<file path="config.mk">
export PLATFORM = sky130hd
export DESIGN_NAME = alcu_core
export DESIGN_NICKNAME = d
export VERILOG_FILES = /design/src/core/alcu_pkg.sv /design/src/core/alcu_core.sv /design/src/core/alcu_flag_eval.sv /design/src/core/alcu_run_mask.sv
export SDC_FILE = /design/constraint.sdc
export NUM_CORES = 1
export LEC_CHECK = 0
export CAP_MARGIN = 20
export CORE_MARGIN = 5
export CORE_UTILIZATION = 43
export DETAILED_ROUTE_END_ITERATION = 8
export DONT_BUFFER_PORTS = 1
export PLACE_DENSITY = 0.62
export SYNTH_ARGS = -nofsm -noshare
export SYNTH_HDL_FRONTEND = slang
export SYNTH_SLANG_ARGS = --single-unit
</file>
<file path="constraint.sdc">
create_clock -name CLK_SYS_IN -period 3.3 [get_ports CLK_SYS_IN]
set_clock_uncertainty 0.15 [all_clocks]
set_input_delay 0.66 -clock CLK_SYS_IN [delete_from_list [all_inputs] [get_ports CLK_SYS_IN]]
set_output_delay 0.66 -clock CLK_SYS_IN [all_outputs]
set_load 0.1 [all_outputs]
</file>
<file path="src/core/alcu_pkg.sv">
// constants, opcodes, states and register map of the accumulator logic unit
// assumes one 50 MHz clock and a synchronous active-low reset in every user
package alcu_pkg;

  // operation codes offered by the instruction sequencer
  typedef enum logic [3:0] {
    ALCU_OP_NONE       = 4'h0,
    ALCU_OP_OR_WORD    = 4'h1,
    ALCU_OP_OR_WIDE    = 4'h2,
    ALCU_OP_OR_RUN     = 4'h3,
    ALCU_OP_XOR_WORD   = 4'h4,
    ALCU_OP_XOR_WIDE   = 4'h5,
    ALCU_OP_XOR_RUN    = 4'h6,
    ALCU_OP_AND_RUN    = 4'h7,
    ALCU_OP_CMP_WORD   = 4'h8
  } alcu_op_t;

  // execution sequencer states
  typedef enum logic [0:0] {
    ALCU_ST_IDLE = 1'b0,
    ALCU_ST_EXEC = 1'b1
  } alcu_state_t;

  // widths
  localparam int unsigned ALCU_ACC_W = 32;
  localparam int unsigned ALCU_WORD_W = 16;
  localparam int unsigned ALCU_CNT_W = 6;
  localparam int unsigned ALCU_ADDR_W = 8;

  // discrete run length limits
  localparam logic [5:0] ALCU_RUN_MIN = 6'h01;
  localparam logic [5:0] ALCU_RUN_MAX = 6'h20;

  // register byte offsets
  localparam logic [7:0] ALCU_REG_CTRL = 8'h00;
  localparam logic [7:0] ALCU_REG_STATUS = 8'h04;
  localparam logic [7:0] ALCU_REG_MASK = 8'h08;
  localparam logic [7:0] ALCU_REG_ACC = 8'h0C;
  localparam logic [7:0] ALCU_REG_FLAGS = 8'h10;

  // control, status and flag field positions
  localparam int unsigned ALCU_CTRL_EN_BIT = 0;
  localparam int unsigned ALCU_ST_DONE_BIT = 0;
  localparam int unsigned ALCU_ST_BADCNT_BIT = 1;
  localparam int unsigned ALCU_ST_BADOP_BIT = 2;
  localparam int unsigned ALCU_ST_OFF_BIT = 3;
  localparam int unsigned ALCU_FL_ZERO_BIT = 0;
  localparam int unsigned ALCU_FL_NEG_BIT = 1;
  localparam int unsigned ALCU_FL_LESS_BIT = 2;
  localparam int unsigned ALCU_FL_EQUAL_BIT = 3;
  localparam int unsigned ALCU_FL_GREATER_BIT = 4;

  // values after reset
  localparam logic ALCU_CTRL_RST = 1'b1;
  localparam logic [3:0] ALCU_STATUS_RST = 4'h0;
  localparam logic [3:0] ALCU_MASK_RST = 4'h0;
  localparam logic [31:0] ALCU_ACC_RST = 32'h0000_0000;

  // a run length is legal from one to thirty-two bits
  function automatic logic run_count_ok(input logic [5:0] cnt);
    run_count_ok = (cnt >= ALCU_RUN_MIN) && (cnt <= ALCU_RUN_MAX);
  endfunction

  // operations that take a discrete run operand
  function automatic logic is_run_op(input alcu_op_t op);
    is_run_op = (op == ALCU_OP_OR_RUN) || (op == ALCU_OP_XOR_RUN) || (op == ALCU_OP_AND_RUN);
  endfunction

endpackage

</file>
<file path="src/core/alcu_core.sv">
// accumulator logic and compare unit with its register port
// assumes the sequencer and data memory run on the same clock and keep requests until ready
//
// How it works
// - formatted and: accumulator and trimmed discrete run
// - wide or formatted result zero sets zero flag
// - wide or formatted result negative sets negative flag
// - negative means accumulator bit 31 is one
// - word or: low accumulator or memory word
// - wide or: accumulator or 32-bit constant
// - formatted or: accumulator or trimmed run
// - word xor: low accumulator xor memory word
// - wide xor: accumulator xor 32-bit constant
// - formatted xor: accumulator xor trimmed run
// - every logic result replaces the accumulator
// - word or/xor update only the zero flag
// - compare low accumulator with memory word, flag outcome
// - compare leaves exactly one of less, equal, greater
//
// Design decisions made here: the strobed register port and the placing of the registers.
module alcu_core (
  // clock and reset
  input wire logic CLK_SYS_IN,
  input wire logic RST_B_IN,
  // operation request from the sequencer
  input wire logic OP_VALID_IN,
  input wire logic [3:0] OP_CODE_IN,
  input wire logic [15:0] MEM_WORD_IN,
  input wire logic [31:0] WIDE_CONST_IN,
  input wire logic [31:0] RUN_BITS_IN,
  input wire logic [5:0] RUN_COUNT_IN,
  // operation answer to the sequencer
  output logic OP_READY_OUT,
  output logic OP_DONE_OUT,
  output logic [31:0] ACC_OUT,
  // status flags
  output logic ZERO_FLAG_OUT,
  output logic NEGATIVE_FLAG_OUT,
  output logic LESS_FLAG_OUT,
  output logic EQUAL_FLAG_OUT,
  output logic GREATER_FLAG_OUT,
  // register port
  input wire logic [7:0] REG_ADDR_IN,
  input wire logic [31:0] REG_WDATA_IN,
  input wire logic REG_WR_IN,
  input wire logic REG_RD_IN,
  output logic [31:0] REG_RDATA_OUT,
  // interrupt
  output logic IRQ_OUT
);

  // sequencer state
  alcu_pkg::alcu_state_t state;
  // latched operation and operands
  alcu_pkg::alcu_op_t op;
  logic [15:0] word;
  logic [31:0] wide;
  logic [31:0] run_bits;
  logic [5:0] run_count;
  // accumulator and flags
  logic [31:0] acc;
  logic zero_flag;
  logic negative_flag;
  logic less_flag;
  logic equal_flag;
  logic greater_flag;
  // software registers
  logic ctrl_en;
  logic [3:0] status;
  logic [3:0] mask;
  // incoming opcode in enum form
  alcu_pkg::alcu_op_t op_in;
  // request accepted this cycle
  logic take;
  // refusal reasons for a request seen this cycle
  logic refuse_off;
  logic refuse_badop;
  logic refuse_badcnt;
  // trimmed run
  logic [31:0] run_masked;
  // result candidate and flag candidates
  logic [31:0] next_acc;
  logic writes_acc;
  logic upd_zero32;
  logic upd_zero16;
  logic upd_cmp;
  logic cand_zero32;
  logic cand_zero16;
  logic cand_neg;
  logic cand_less;
  logic cand_equal;
  logic cand_greater;
  // status events and next status
  logic [3:0] status_set;
  logic [3:0] next_status;
  // register strobes
  logic wr_ctrl;
  logic wr_mask;
  logic wr_acc;
  logic rd_status;

  // run trimming to its bit count
  alcu_run_mask u_run_mask (
    .run_bits_in(run_bits),
    .run_count_in(run_count),
    .run_masked_out(run_masked)
  );

  // flag candidates for the result being formed
  alcu_flag_eval u_flag_eval (
    .result_in(next_acc),
    .acc_low_in(acc[15:0]),
    .word_in(word),
    .zero32_out(cand_zero32),
    .zero16_out(cand_zero16),
    .negative_out(cand_neg),
    .less_out(cand_less),
    .equal_out(cand_equal),
    .greater_out(cand_greater)
  );

  // opcode decode and request screening
  always_comb begin
    op_in = alcu_pkg::alcu_op_t'(OP_CODE_IN);
    refuse_off = 1'b0;
    refuse_badop = 1'b0;
    refuse_badcnt = 1'b0;
    take = 1'b0;
    if (OP_VALID_IN && (state == alcu_pkg::ALCU_ST_IDLE)) begin
      // unit switched off by software
      if (!ctrl_en) begin
        refuse_off = 1'b1;
      // unknown opcode
      end else if ((OP_CODE_IN == 4'h0) || (OP_CODE_IN > 4'h8)) begin
        refuse_badop = 1'b1;
      // run length outside one to thirty-two
      end else if (alcu_pkg::is_run_op(op_in) && !alcu_pkg::run_count_ok(RUN_COUNT_IN)) begin
        refuse_badcnt = 1'b1;
      end else begin
        take = 1'b1;
      end
    end
  end

  // result and flag selection per operation
  always_comb begin
    next_acc = acc;
    writes_acc = 1'b0;
    upd_zero32 = 1'b0;
    upd_zero16 = 1'b0;
    upd_cmp = 1'b0;
    case (op)
      // word or keeps the upper half
      alcu_pkg::ALCU_OP_OR_WORD: begin
        next_acc = {acc[31:16], acc[15:0] | word};
        writes_acc = 1'b1;
        upd_zero16 = 1'b1;
      end
      // wide or with the constant
      alcu_pkg::ALCU_OP_OR_WIDE: begin
        next_acc = acc | wide;
        writes_acc = 1'b1;
        upd_zero32 = 1'b1;
      end
      // formatted or
      alcu_pkg::ALCU_OP_OR_RUN: begin
        next_acc = acc | run_masked;
        writes_acc = 1'b1;
        upd_zero32 = 1'b1;
      end
      // word xor keeps the upper half
      alcu_pkg::ALCU_OP_XOR_WORD: begin
        next_acc = {acc[31:16], acc[15:0] ^ word};
        writes_acc = 1'b1;
        upd_zero16 = 1'b1;
      end
      // wide xor with the constant
      alcu_pkg::ALCU_OP_XOR_WIDE: begin
        next_acc = acc ^ wide;
        writes_acc = 1'b1;
        upd_zero32 = 1'b1;
      end
      // formatted xor
      alcu_pkg::ALCU_OP_XOR_RUN: begin
        next_acc = acc ^ run_masked;
        writes_acc = 1'b1;
        upd_zero32 = 1'b1;
      end
      // formatted and
      alcu_pkg::ALCU_OP_AND_RUN: begin
        next_acc = acc & run_masked;
        writes_acc = 1'b1;
        upd_zero32 = 1'b1;
      end
      // compare leaves the accumulator alone
      alcu_pkg::ALCU_OP_CMP_WORD: begin
        upd_cmp = 1'b1;
      end
      // nothing latched
      default: begin
        next_acc = acc;
      end
    endcase
  end

  // sequencer: one cycle to latch, one cycle to execute
  always_ff @(posedge CLK_SYS_IN) begin
    if (!RST_B_IN) begin
      state <= alcu_pkg::ALCU_ST_IDLE;
    end else begin
      case (state)
        // wait for an accepted request
        alcu_pkg::ALCU_ST_IDLE: begin
          if (take) begin
            state <= alcu_pkg::ALCU_ST_EXEC;
          end
        end
        // result written at the end of this cycle
        alcu_pkg::ALCU_ST_EXEC: begin
          state <= alcu_pkg::ALCU_ST_IDLE;
        end
        // recover to idle
        default: begin
          state <= alcu_pkg::ALCU_ST_IDLE;
        end
      endcase
    end
  end

  // operand latch on acceptance
  always_ff @(posedge CLK_SYS_IN) begin
    if (!RST_B_IN) begin
      op <= alcu_pkg::ALCU_OP_NONE;
      word <= 16'h0000;
      wide <= 32'h0000_0000;
      run_bits <= 32'h0000_0000;
      run_count <= 6'h00;
    end else if (take) begin
      op <= op_in;
      word <= MEM_WORD_IN;
      wide <= WIDE_CONST_IN;
      run_bits <= RUN_BITS_IN;
      run_count <= RUN_COUNT_IN;
    end
  end

  // handshake outputs
  always_ff @(posedge CLK_SYS_IN) begin
    if (!RST_B_IN) begin
      OP_READY_OUT <= 1'b1;
      OP_DONE_OUT <= 1'b0;
    end else begin
      OP_READY_OUT <= !take;
      OP_DONE_OUT <= (state == alcu_pkg::ALCU_ST_EXEC);
    end
  end

  // accumulator: result write-back wins over a software write
  always_ff @(posedge CLK_SYS_IN) begin
    if (!RST_B_IN) begin
      acc <= alcu_pkg::ALCU_ACC_RST;
    end else if ((state == alcu_pkg::ALCU_ST_EXEC) && writes_acc) begin
      acc <= next_acc;
    end else if (wr_acc && (state == alcu_pkg::ALCU_ST_IDLE) && !take) begin
      acc <= REG_WDATA_IN;
    end
  end

  // zero and negative flags hold until an operation writes them
  always_ff @(posedge CLK_SYS_IN) begin
    if (!RST_B_IN) begin
      zero_flag <= 1'b0;
      negative_flag <= 1'b0;
    end else if (state == alcu_pkg::ALCU_ST_EXEC) begin
      if (upd_zero32) begin
        zero_flag <= cand_zero32;
        negative_flag <= cand_neg;
      end else if (upd_zero16) begin
        zero_flag <= cand_zero16;
      end
    end
  end

  // compare flags, exactly one set per compare
  always_ff @(posedge CLK_SYS_IN) begin
    if (!RST_B_IN) begin
      less_flag <= 1'b0;
      equal_flag <= 1'b0;
      greater_flag <= 1'b0;
    end else if ((state == alcu_pkg::ALCU_ST_EXEC) && upd_cmp) begin
      less_flag <= cand_less;
      equal_flag <= cand_equal;
      greater_flag <= cand_greater;
    end
  end

  // accumulator and flags to the sequencer
  assign ACC_OUT = acc;
  assign ZERO_FLAG_OUT = zero_flag;
  assign NEGATIVE_FLAG_OUT = negative_flag;
  assign LESS_FLAG_OUT = less_flag;
  assign EQUAL_FLAG_OUT = equal_flag;
  assign GREATER_FLAG_OUT = greater_flag;

  // register strobes
  assign wr_ctrl = REG_WR_IN && (REG_ADDR_IN == alcu_pkg::ALCU_REG_CTRL);
  assign wr_mask = REG_WR_IN && (REG_ADDR_IN == alcu_pkg::ALCU_REG_MASK);
  assign wr_acc = REG_WR_IN && (REG_ADDR_IN == alcu_pkg::ALCU_REG_ACC);
  assign rd_status = REG_RD_IN && (REG_ADDR_IN == alcu_pkg::ALCU_REG_STATUS);

  // sticky events; a new event beats the clear of a status read
  always_comb begin
    status_set = 4'h0;
    status_set[alcu_pkg::ALCU_ST_DONE_BIT] = (state == alcu_pkg::ALCU_ST_EXEC);
    status_set[alcu_pkg::ALCU_ST_BADCNT_BIT] = refuse_badcnt;
    status_set[alcu_pkg::ALCU_ST_BADOP_BIT] = refuse_badop;
    status_set[alcu_pkg::ALCU_ST_OFF_BIT] = refuse_off;
    next_status = (rd_status ? 4'h0 : status) | status_set;
  end

  // control and mask registers
  always_ff @(posedge CLK_SYS_IN) begin
    if (!RST_B_IN) begin
      ctrl_en <= alcu_pkg::ALCU_CTRL_RST;
      mask <= alcu_pkg::ALCU_MASK_RST;
    end else begin
      if (wr_ctrl) begin
        ctrl_en <= REG_WDATA_IN[alcu_pkg::ALCU_CTRL_EN_BIT];
      end
      if (wr_mask) begin
        mask <= REG_WDATA_IN[3:0];
      end
    end
  end

  // status register and interrupt line
  always_ff @(posedge CLK_SYS_IN) begin
    if (!RST_B_IN) begin
      status <= alcu_pkg::ALCU_STATUS_RST;
      IRQ_OUT <= 1'b0;
    end else begin
      status <= next_status;
      IRQ_OUT <= |(next_status & mask);
    end
  end

  // read data one cycle after the strobe, zero otherwise
  always_ff @(posedge CLK_SYS_IN) begin
    if (!RST_B_IN) begin
      REG_RDATA_OUT <= 32'h0000_0000;
    end else if (REG_RD_IN) begin
      case (REG_ADDR_IN)
        alcu_pkg::ALCU_REG_CTRL: REG_RDATA_OUT <= {31'h0, ctrl_en}; // enable bit
        alcu_pkg::ALCU_REG_STATUS: REG_RDATA_OUT <= {28'h0, status}; // sticky events before this read clears them
        alcu_pkg::ALCU_REG_MASK: REG_RDATA_OUT <= {28'h0, mask}; // interrupt mask
        alcu_pkg::ALCU_REG_ACC: REG_RDATA_OUT <= acc; // accumulator
        alcu_pkg::ALCU_REG_FLAGS: REG_RDATA_OUT <= {27'h0, greater_flag, equal_flag, // current flags
          less_flag, negative_flag, zero_flag};
        default: REG_RDATA_OUT <= 32'h0000_0000; // unmapped reads as zero
      endcase
    end else begin
      REG_RDATA_OUT <= 32'h0000_0000;
    end
  end

endmodule

</file>
<file path="src/core/alcu_flag_eval.sv">
// evaluates status flags for a candidate result and a compare
// assumes unsigned compare of the low accumulator word against the memory word
module alcu_flag_eval (
  // candidate accumulator result
  input wire logic [31:0] result_in,
  // compare operands
  input wire logic [15:0] acc_low_in,
  input wire logic [15:0] word_in,
  // flag candidates
  output logic zero32_out,
  output logic zero16_out,
  output logic negative_out,
  output logic less_out,
  output logic equal_out,
  output logic greater_out
);

  // zero on the whole accumulator
  assign zero32_out = (result_in == 32'h0000_0000);
  // zero on the word result of a word operation
  assign zero16_out = (result_in[15:0] == 16'h0000);
  // negative when the top accumulator bit is one
  assign negative_out = result_in[31];
  // exactly one compare outcome is ever high
  assign less_out = (acc_low_in < word_in);
  assign equal_out = (acc_low_in == word_in);
  assign greater_out = (acc_low_in > word_in);

endmodule

</file>
<file path="src/core/alcu_run_mask.sv">
// trims a fetched run of discrete bits to its bit count
// assumes bit 0 of the run is the bit at the start location
module alcu_run_mask (
  // run as fetched from discrete memory
  input wire logic [31:0] run_bits_in,
  input wire logic [5:0] run_count_in,
  // run with bits at or above the count forced low
  output logic [31:0] run_masked_out
);

  // one mask bit per position, high below the count
  logic [31:0] keep;

  // bits at or above the count read as zero
  genvar gi;
  generate
    for (gi = 0; gi < 32; gi = gi + 1) begin : g_keep
      assign keep[gi] = (run_count_in > 6'(gi));
    end
  endgenerate

  // apply the mask
  assign run_masked_out = run_bits_in & keep;

endmodule

</file>
---- Word level (Yosys, flattened, before mapping) ----
Index checks and enable logic that the tools add are counted.
W data, S select, Z words.
word-level totals
  register bits ........................... 172
  output and inout bits ................... 72
  bits of input ports ..................... 135
cells by class
  reductions and logical operators ........ 29
  eq/ne operators ......................... 16
  magnitude comparators ................... 37
  mux-type cells .......................... 26
  bitwise logic cells ..................... 11
operator list
  cell                  number
  $pmux W32 S7          1
  $pmux W32 S5          1
  $gt A6 B5 Y1 const B  16
  $and A32 B32 Y32      2
  $mux W32              2
  $or A32 B32 Y32       2
  $xor A32 B32 Y32      2
  $gt A6 B4 Y1 const B  8
  $logic_not A32 Y1     1
  $eq A4 B3 Y1 const B  6
  $gt A6 B3 Y1 const B  4
  $mux W1               20
  $eq A16 B16 Y1        1
  $eq A8 B4 Y1 const B  2
  $gt A16 B16 Y1        1
  $logic_not A16 Y1     1
  $lt A16 B16 Y1        1
  $or A16 B16 Y16       1
  $xor A16 B16 Y16      1
  $eq A4 B2 Y1 const B  3
  $gt A6 B1 Y1 const B  2
  $gt A6 B2 Y1 const B  2
  $logic_and A1 B1 Y1   11
  $eq A8 B3 Y1 const B  1
  other kinds (21)      27

---- Depth between registers and ports, before layout ----
  depth after elaboration ................. 12
  gate-level depth with buffers ........... 11
  mapped depth without buffers ............ 10

---- Hierarchy ----
From an unflattened synthesis, not the netlist that was laid out.
unflattened totals
  cells, all modules ...................... 1324
  area, all modules ....................... 10452.5 µm²
by module, submodules not included
  module          times used  sequential area each (µm²)  cells each  area an instance (µm²)
  alcu_core       1           3443.3                      1175        9471.6
  alcu_flag_eval  1           0.0                         70          494.2
  alcu_run_mask   1           0.0                         79          486.7

---- Worst setup path before layout ----
No wires, ideal clock.
  kind .................................... reg-to-reg
  start point ............................. reg acc[15], in the netlist ACC_OUT[15]
  end point ............................... reg zero_flag, in the netlist ZERO_FLAG_OUT
  setup slack ............................. 0.208 ns
  setup time .............................. 0.087 ns
  arrival time ............................ 2.855 ns
  cell stages (with the launch flop) ...... 10
  required time ........................... 3.063 ns
  period minus slack after synthesis ...... 3.092 ns
  cells stage by stage .................... dfxtp_1 inv_1 ha_1 inv_1 o22a_1 o31ai_1 a2111oi_2 nand3_1 or4_1 o31ai_1
between the ends
  cells in the longest elaborated chain, start to end .. 5
RTL lines
  what                                            RTL line              RTL
  start, declared                                 alcu_core.sv:61       logic [31:0] acc;
  start signal, assigned                          alcu_core.sv:261      acc <= alcu_pkg::ALCU_ACC_RST;
  start signal, assigned                          alcu_core.sv:263      acc <= next_acc;
  $and A32 B32 Y32, or another cell as far along  alcu_core.sv:191      next_acc = acc & run_masked;
  $pmux W32 S7 (*)                                alcu_core.sv:152      case (op)
  $logic_not A16 Y1                               alcu_flag_eval.sv:21  assign zero16_out = (result_in[15:0] == 16'h0000);
  $mux W1                                         alcu_core.sv:278      end else if (upd_zero16) begin
  $mux W1 (*)                                     alcu_core.sv:275      if (upd_zero32) begin
  end signal, assigned                            alcu_core.sv:276      zero_flag <= cand_zero32;
  end signal, assigned                            alcu_core.sv:279      zero_flag <= cand_zero16;
  end, declared                                   alcu_core.sv:62       logic zero_flag;
Mark *: on every way between the ends. The rest lies on a longest branch, timed or not. The select of a mux whose other input is x is not followed.
A chain may end at the register's enable or synchronous reset.

---- Worst setup path in the final report ----
  start point ............................. reg run_count[3]
  end point ............................... reg zero_flag, in the netlist ZERO_FLAG_OUT
between the ends
  cells in the longest elaborated chain, start to end .. 7
RTL lines
  what                                            RTL line              RTL
  start, declared                                 alcu_core.sv:59       logic [5:0] run_count;
  start signal, assigned                          alcu_core.sv:237      run_count <= 6'h00;
  start signal, assigned                          alcu_core.sv:243      run_count <= RUN_COUNT_IN;
  $gt A6 B1 Y1, or another cell as far along      alcu_run_mask.sv:18   assign keep[gi] = (run_count_in > 6'(gi));
  $and A32 B32 Y32 (*)                            alcu_run_mask.sv:23   assign run_masked_out = run_bits_in & keep;
  $and A32 B32 Y32, or another cell as far along  alcu_core.sv:191
  $pmux W32 S7 (*)                                alcu_core.sv:152
  $logic_not A16 Y1                               alcu_flag_eval.sv:21
  $mux W1                                         alcu_core.sv:278
  $mux W1 (*)                                     alcu_core.sv:275
Marked as above.

==> reports/qor.log <==
qor: layout.antenna_cells_inserted 0
qor: worst_setup_path.critical_path.max_fanout 8
qor: sta.slew_headroom 29.3%
qor: sta.final_hold_viols 0
qor: synth.seq_cells_post_synth 172
qor: placed_design.place_inst 1583
qor: sta.grt_setup_unrepaired false
qor: cts.clk_pin_slew 70 ps
qor: detailed_routing.firstDrtPassIters 5
qor: layout.nNetsFinal 1484
qor: worst_setup_path.arrival 3340 ps
qor: detailed_routing.num_vias 9837
qor: layout.layout_common_cells nand2_1, dfxtp_1, buf_4, a21boi_0, o21ai_0
qor: global_route.grt_use_total 27.0%
qor: synth.yosys_most_used_dff dfxtp_1
qor: cts.cts_buffer_depth 2
qor: detailed_routing.drt_iter0_drc 1040
qor: worst_setup_path.worstPathRequired 3500 ps
qor: floorplanning.rows 55
qor: pwr.net-switching-power 1.44 mW
qor: worst_setup_path.worst-r2r-cell-count 8
qor: layout.area_of_all_placed_cells_without_fillers 0.0114 sq mm
qor: worst_hold_path.min_to ctrl_en
qor: global_route.grt_start_max_net_pins 142
qor: worst_setup_path.critical_path.startpoint_type register
qor: pwr.p_leak 4.06 nW
qor: worst_setup_path.critical_path.endpoint_type register
qor: worst_setup_path.path_delay_family compound AO/OA/AOI/OAI gates
qor: detailed_routing.drc_errors 0
qor: floorplanning.initial_utilization 43.9%
qor: sta.final_period_minus_worst_setup_slack 3140 ps
qor: detailed_routing.wire_per_inst 22.6 microns
qor: worst_setup_path.crit_path_top_delay_cell o311ai_0
qor: sta.number_of_max_slew_violations_in_the_final_report 0
qor: synth.synth-edff-count 0
qor: worst_hold_path.hold_path_startpoint RST_B_IN
qor: floorplanning.fp.dieArea 0.0263 sq mm
qor: sta.worstMarginPinSlew 1060 ps
qor: layout.regArea 0.00345 sq mm
qor: layout.layout-drive-gt1-share 13.4%
qor: floorplanning.die_h 162 microns
qor: pwr.swShare 29.4%
qor: layout.synthToLayoutAreaGrowth 14.3%
qor: synth.syn-cell-area 0.00996 sq mm
qor: worst_setup_path.critical_path.reg2reg.startpoint run_count[3]
qor: worst_setup_path.crit_path_max_incr_delay 860 ps
qor: floorplanning.io_count 207
qor: cts.post_cts_resize_count 0
qor: pwr.p_per_area 430 mW/mm^2
qor: layout.multiInputGateArea 0.00593 sq mm
qor: global_route.antenna_found_initial 0
qor: run_status.run_status completed
qor: cts.cts.hold.buffers_added 0
qor: placed_design.routabilityCongestion 0.993
qor: synth.avgSynthCellArea 7.77 sq um
qor: worst_setup_path.critical_path_buf_inv_count 1
qor: synth.synthArstFlopShare 0%
qor: global_route.gr-total-overflow 0
qor: sta.setup-tns-final 0 ps
qor: cts.cts_sinks 172
qor: pwr.seq_power_share 45.8%
qor: worst_setup_path.reg2reg_to ZERO_FLAG_OUT
qor: cts.cts_tree yes
qor: pwr.comb_pwr_share 13.1%
qor: layout.final_cells 1615
qor: cts.clock_tree.htree_level_count 4
qor: worst_hold_path.worst_hold_path_stage_count 1
qor: sta.setup_viol_count_final 0
qor: worst_setup_path.ff2ff_setup_slack 160 ps
qor: cts.clk_root_buffer_cell clkbuf_16
qor: floorplanning.core_footprint 0.0227 sq mm
qor: placed_design.portBuffers 0
qor: synth.synth_cells 1282
qor: layout.most_common_library_cell_in_the_layout_ignoring_fill_and_taps nand2_1
qor: sta.min_period_over_period 95.1%
qor: worst_setup_path.crit_chain buf_4, or2_2, o311ai_0, o221a_2, and4_1, and3_1, a41oi_1, o31ai_1
qor: synth.ys_warnings 0
qor: layout.num-fill-cells 2238
qor: cts.worstSkewPairLatency 440 ps
qor: worst_hold_path.holdCritPathClass in -> reg
qor: worst_setup_path.path_class reg -> reg
qor: pwr.irDropWorstVdd 287 uV
qor: global_route.grt_pass1_wl 55.5 mm
qor: sta.max_freq 319 MHz
qor: global_route.vias_in_the_first_global_route 9329
qor: synth.ys_types 88
qor: placed_design.placedInstanceArea 0.0108 sq mm
qor: pwr.totalPowerFinal 4.90 mW
qor: synth.synthesized_nets 1449
qor: cts.tritoncts.num_buffers 17
qor: detailed_routing.wl 36.5 mm
qor: cts.postCtsSetupBuffers 0
qor: detailed_routing.drt.antenna.violating_nets 0
qor: flow_run.maxCapViolCount 0
qor: pwr.cellInternalPower 3.46 mW
qor: detailed_routing.avgViaCountPerCell 6.09
qor: placed_design.dpl.hpwl 28.0 mm
qor: synth.register_area_share_after_synthesis 34.6%
qor: floorplanning.floorplan.die.width 162 microns
qor: pwr.clock_power_share 41.1%
[layer usage]
layer / global-route usage (%) / vias up / part of all wire [%]
met5: 0 / - / 0
met4: 7.38 / 0 / 2.3
met3: 9.34 / 62 / 11
met2: 38.4 / 524 / 41
met1: 38.7 / 4610 / 46
li1: - / 4641 / -
[stage by stage]
step | hold WS (ps) | util [%] | worst slack [ps]
3_5_place_dp | 304 | 47.5 | -60.3
4_1_cts | 149 | 50.1 | 124
6_report | 159 | 50.2 | 160
5_1_grt | 158 | 50.2 | 4.88
3_3_place_gp | 296 | 47.5 | 34.1
2_1_floorplan | 288 | - | 208
[Yosys cell counts, types with 18 or more instances]
master | instances | area [sq um]
nor2_1 | 60 | 225
o21ai_0 | 74 | 370
ha_1 | 32 | 400
a21boi_0 | 97 | 728
nand2_1 | 248 | 931
nor3_1 | 31 | 155
dfxtp_1 | 172 | 3440
a21oi_1 | 67 | 335
and2_1 | 24 | 150
nand3_1 | 22 | 110
o221ai_1 | 21 | 184
clkbuf_1 | 73 | 274
xnor2_1 | 18 | 158
inv_1 | 53 | 199
nor2b_1 | 20 | 125
[worst max-delay path by stage]
stage                         start             to  depth (start not counted)
floorplan               ACC_OUT[15]  ZERO_FLAG_OUT                          9
global placement    RUN_COUNT_IN[3]    ACC_OUT[25]                          9
detailed placement  RUN_COUNT_IN[3]   run_bits[17]                          8
CTS                    run_count[2]  ZERO_FLAG_OUT                          8
global route                  op[0]  ZERO_FLAG_OUT                          8
finish                 run_count[3]  ZERO_FLAG_OUT                          8
[registers in the layout, summed over array words and instances (netlist names), 4 cells and up]
| signal | cells |
|---|---|
| mask | 4 |
| run_bits | 32 |
| REG_RDATA_OUT | 32 |
| status | 4 |
| op | 4 |
| word | 16 |
| ACC_OUT | 32 |
| wide | 32 |
| run_count | 6 |
[logic make-up (layout without fill, tap and decap cells)]
family                     Yosys count  count (layout)  synth area share [%]
buffers and inverters              151             199                  6.28
AOI/OAI and AO/OA                  411             411                  29.0
muxes                               16              16                  1.63
and+or+nand+nor                    479             479                  22.7
DFF                                172             172                  34.6
adders and majority gates           32              32                  4.02
xor gates and xnor gates            21              21                  1.85
[final cells by class]
cell class                 instances  share of cell area, %
clock buffer                      19                   3.89
clock inverter                    13                   1.14
inverter                          54                   1.78
multi-input combinational        959                   52.0
sequential                       172                   30.2
tap                              285                   3.13
timing repair buffer             113                   7.78
[power by group through the flow]
stage               combinational, mW  clock (mW)  sequential, mW
global placement                0.623           0            2.29
finish                          0.642        2.01            2.24
detailed placement              0.630           0            2.29
floorplan                       0.419           0            2.30
global route                    0.700        2.13            2.25
CTS                             0.632        2.03            2.24
Power figures use the tool's default switching activity.
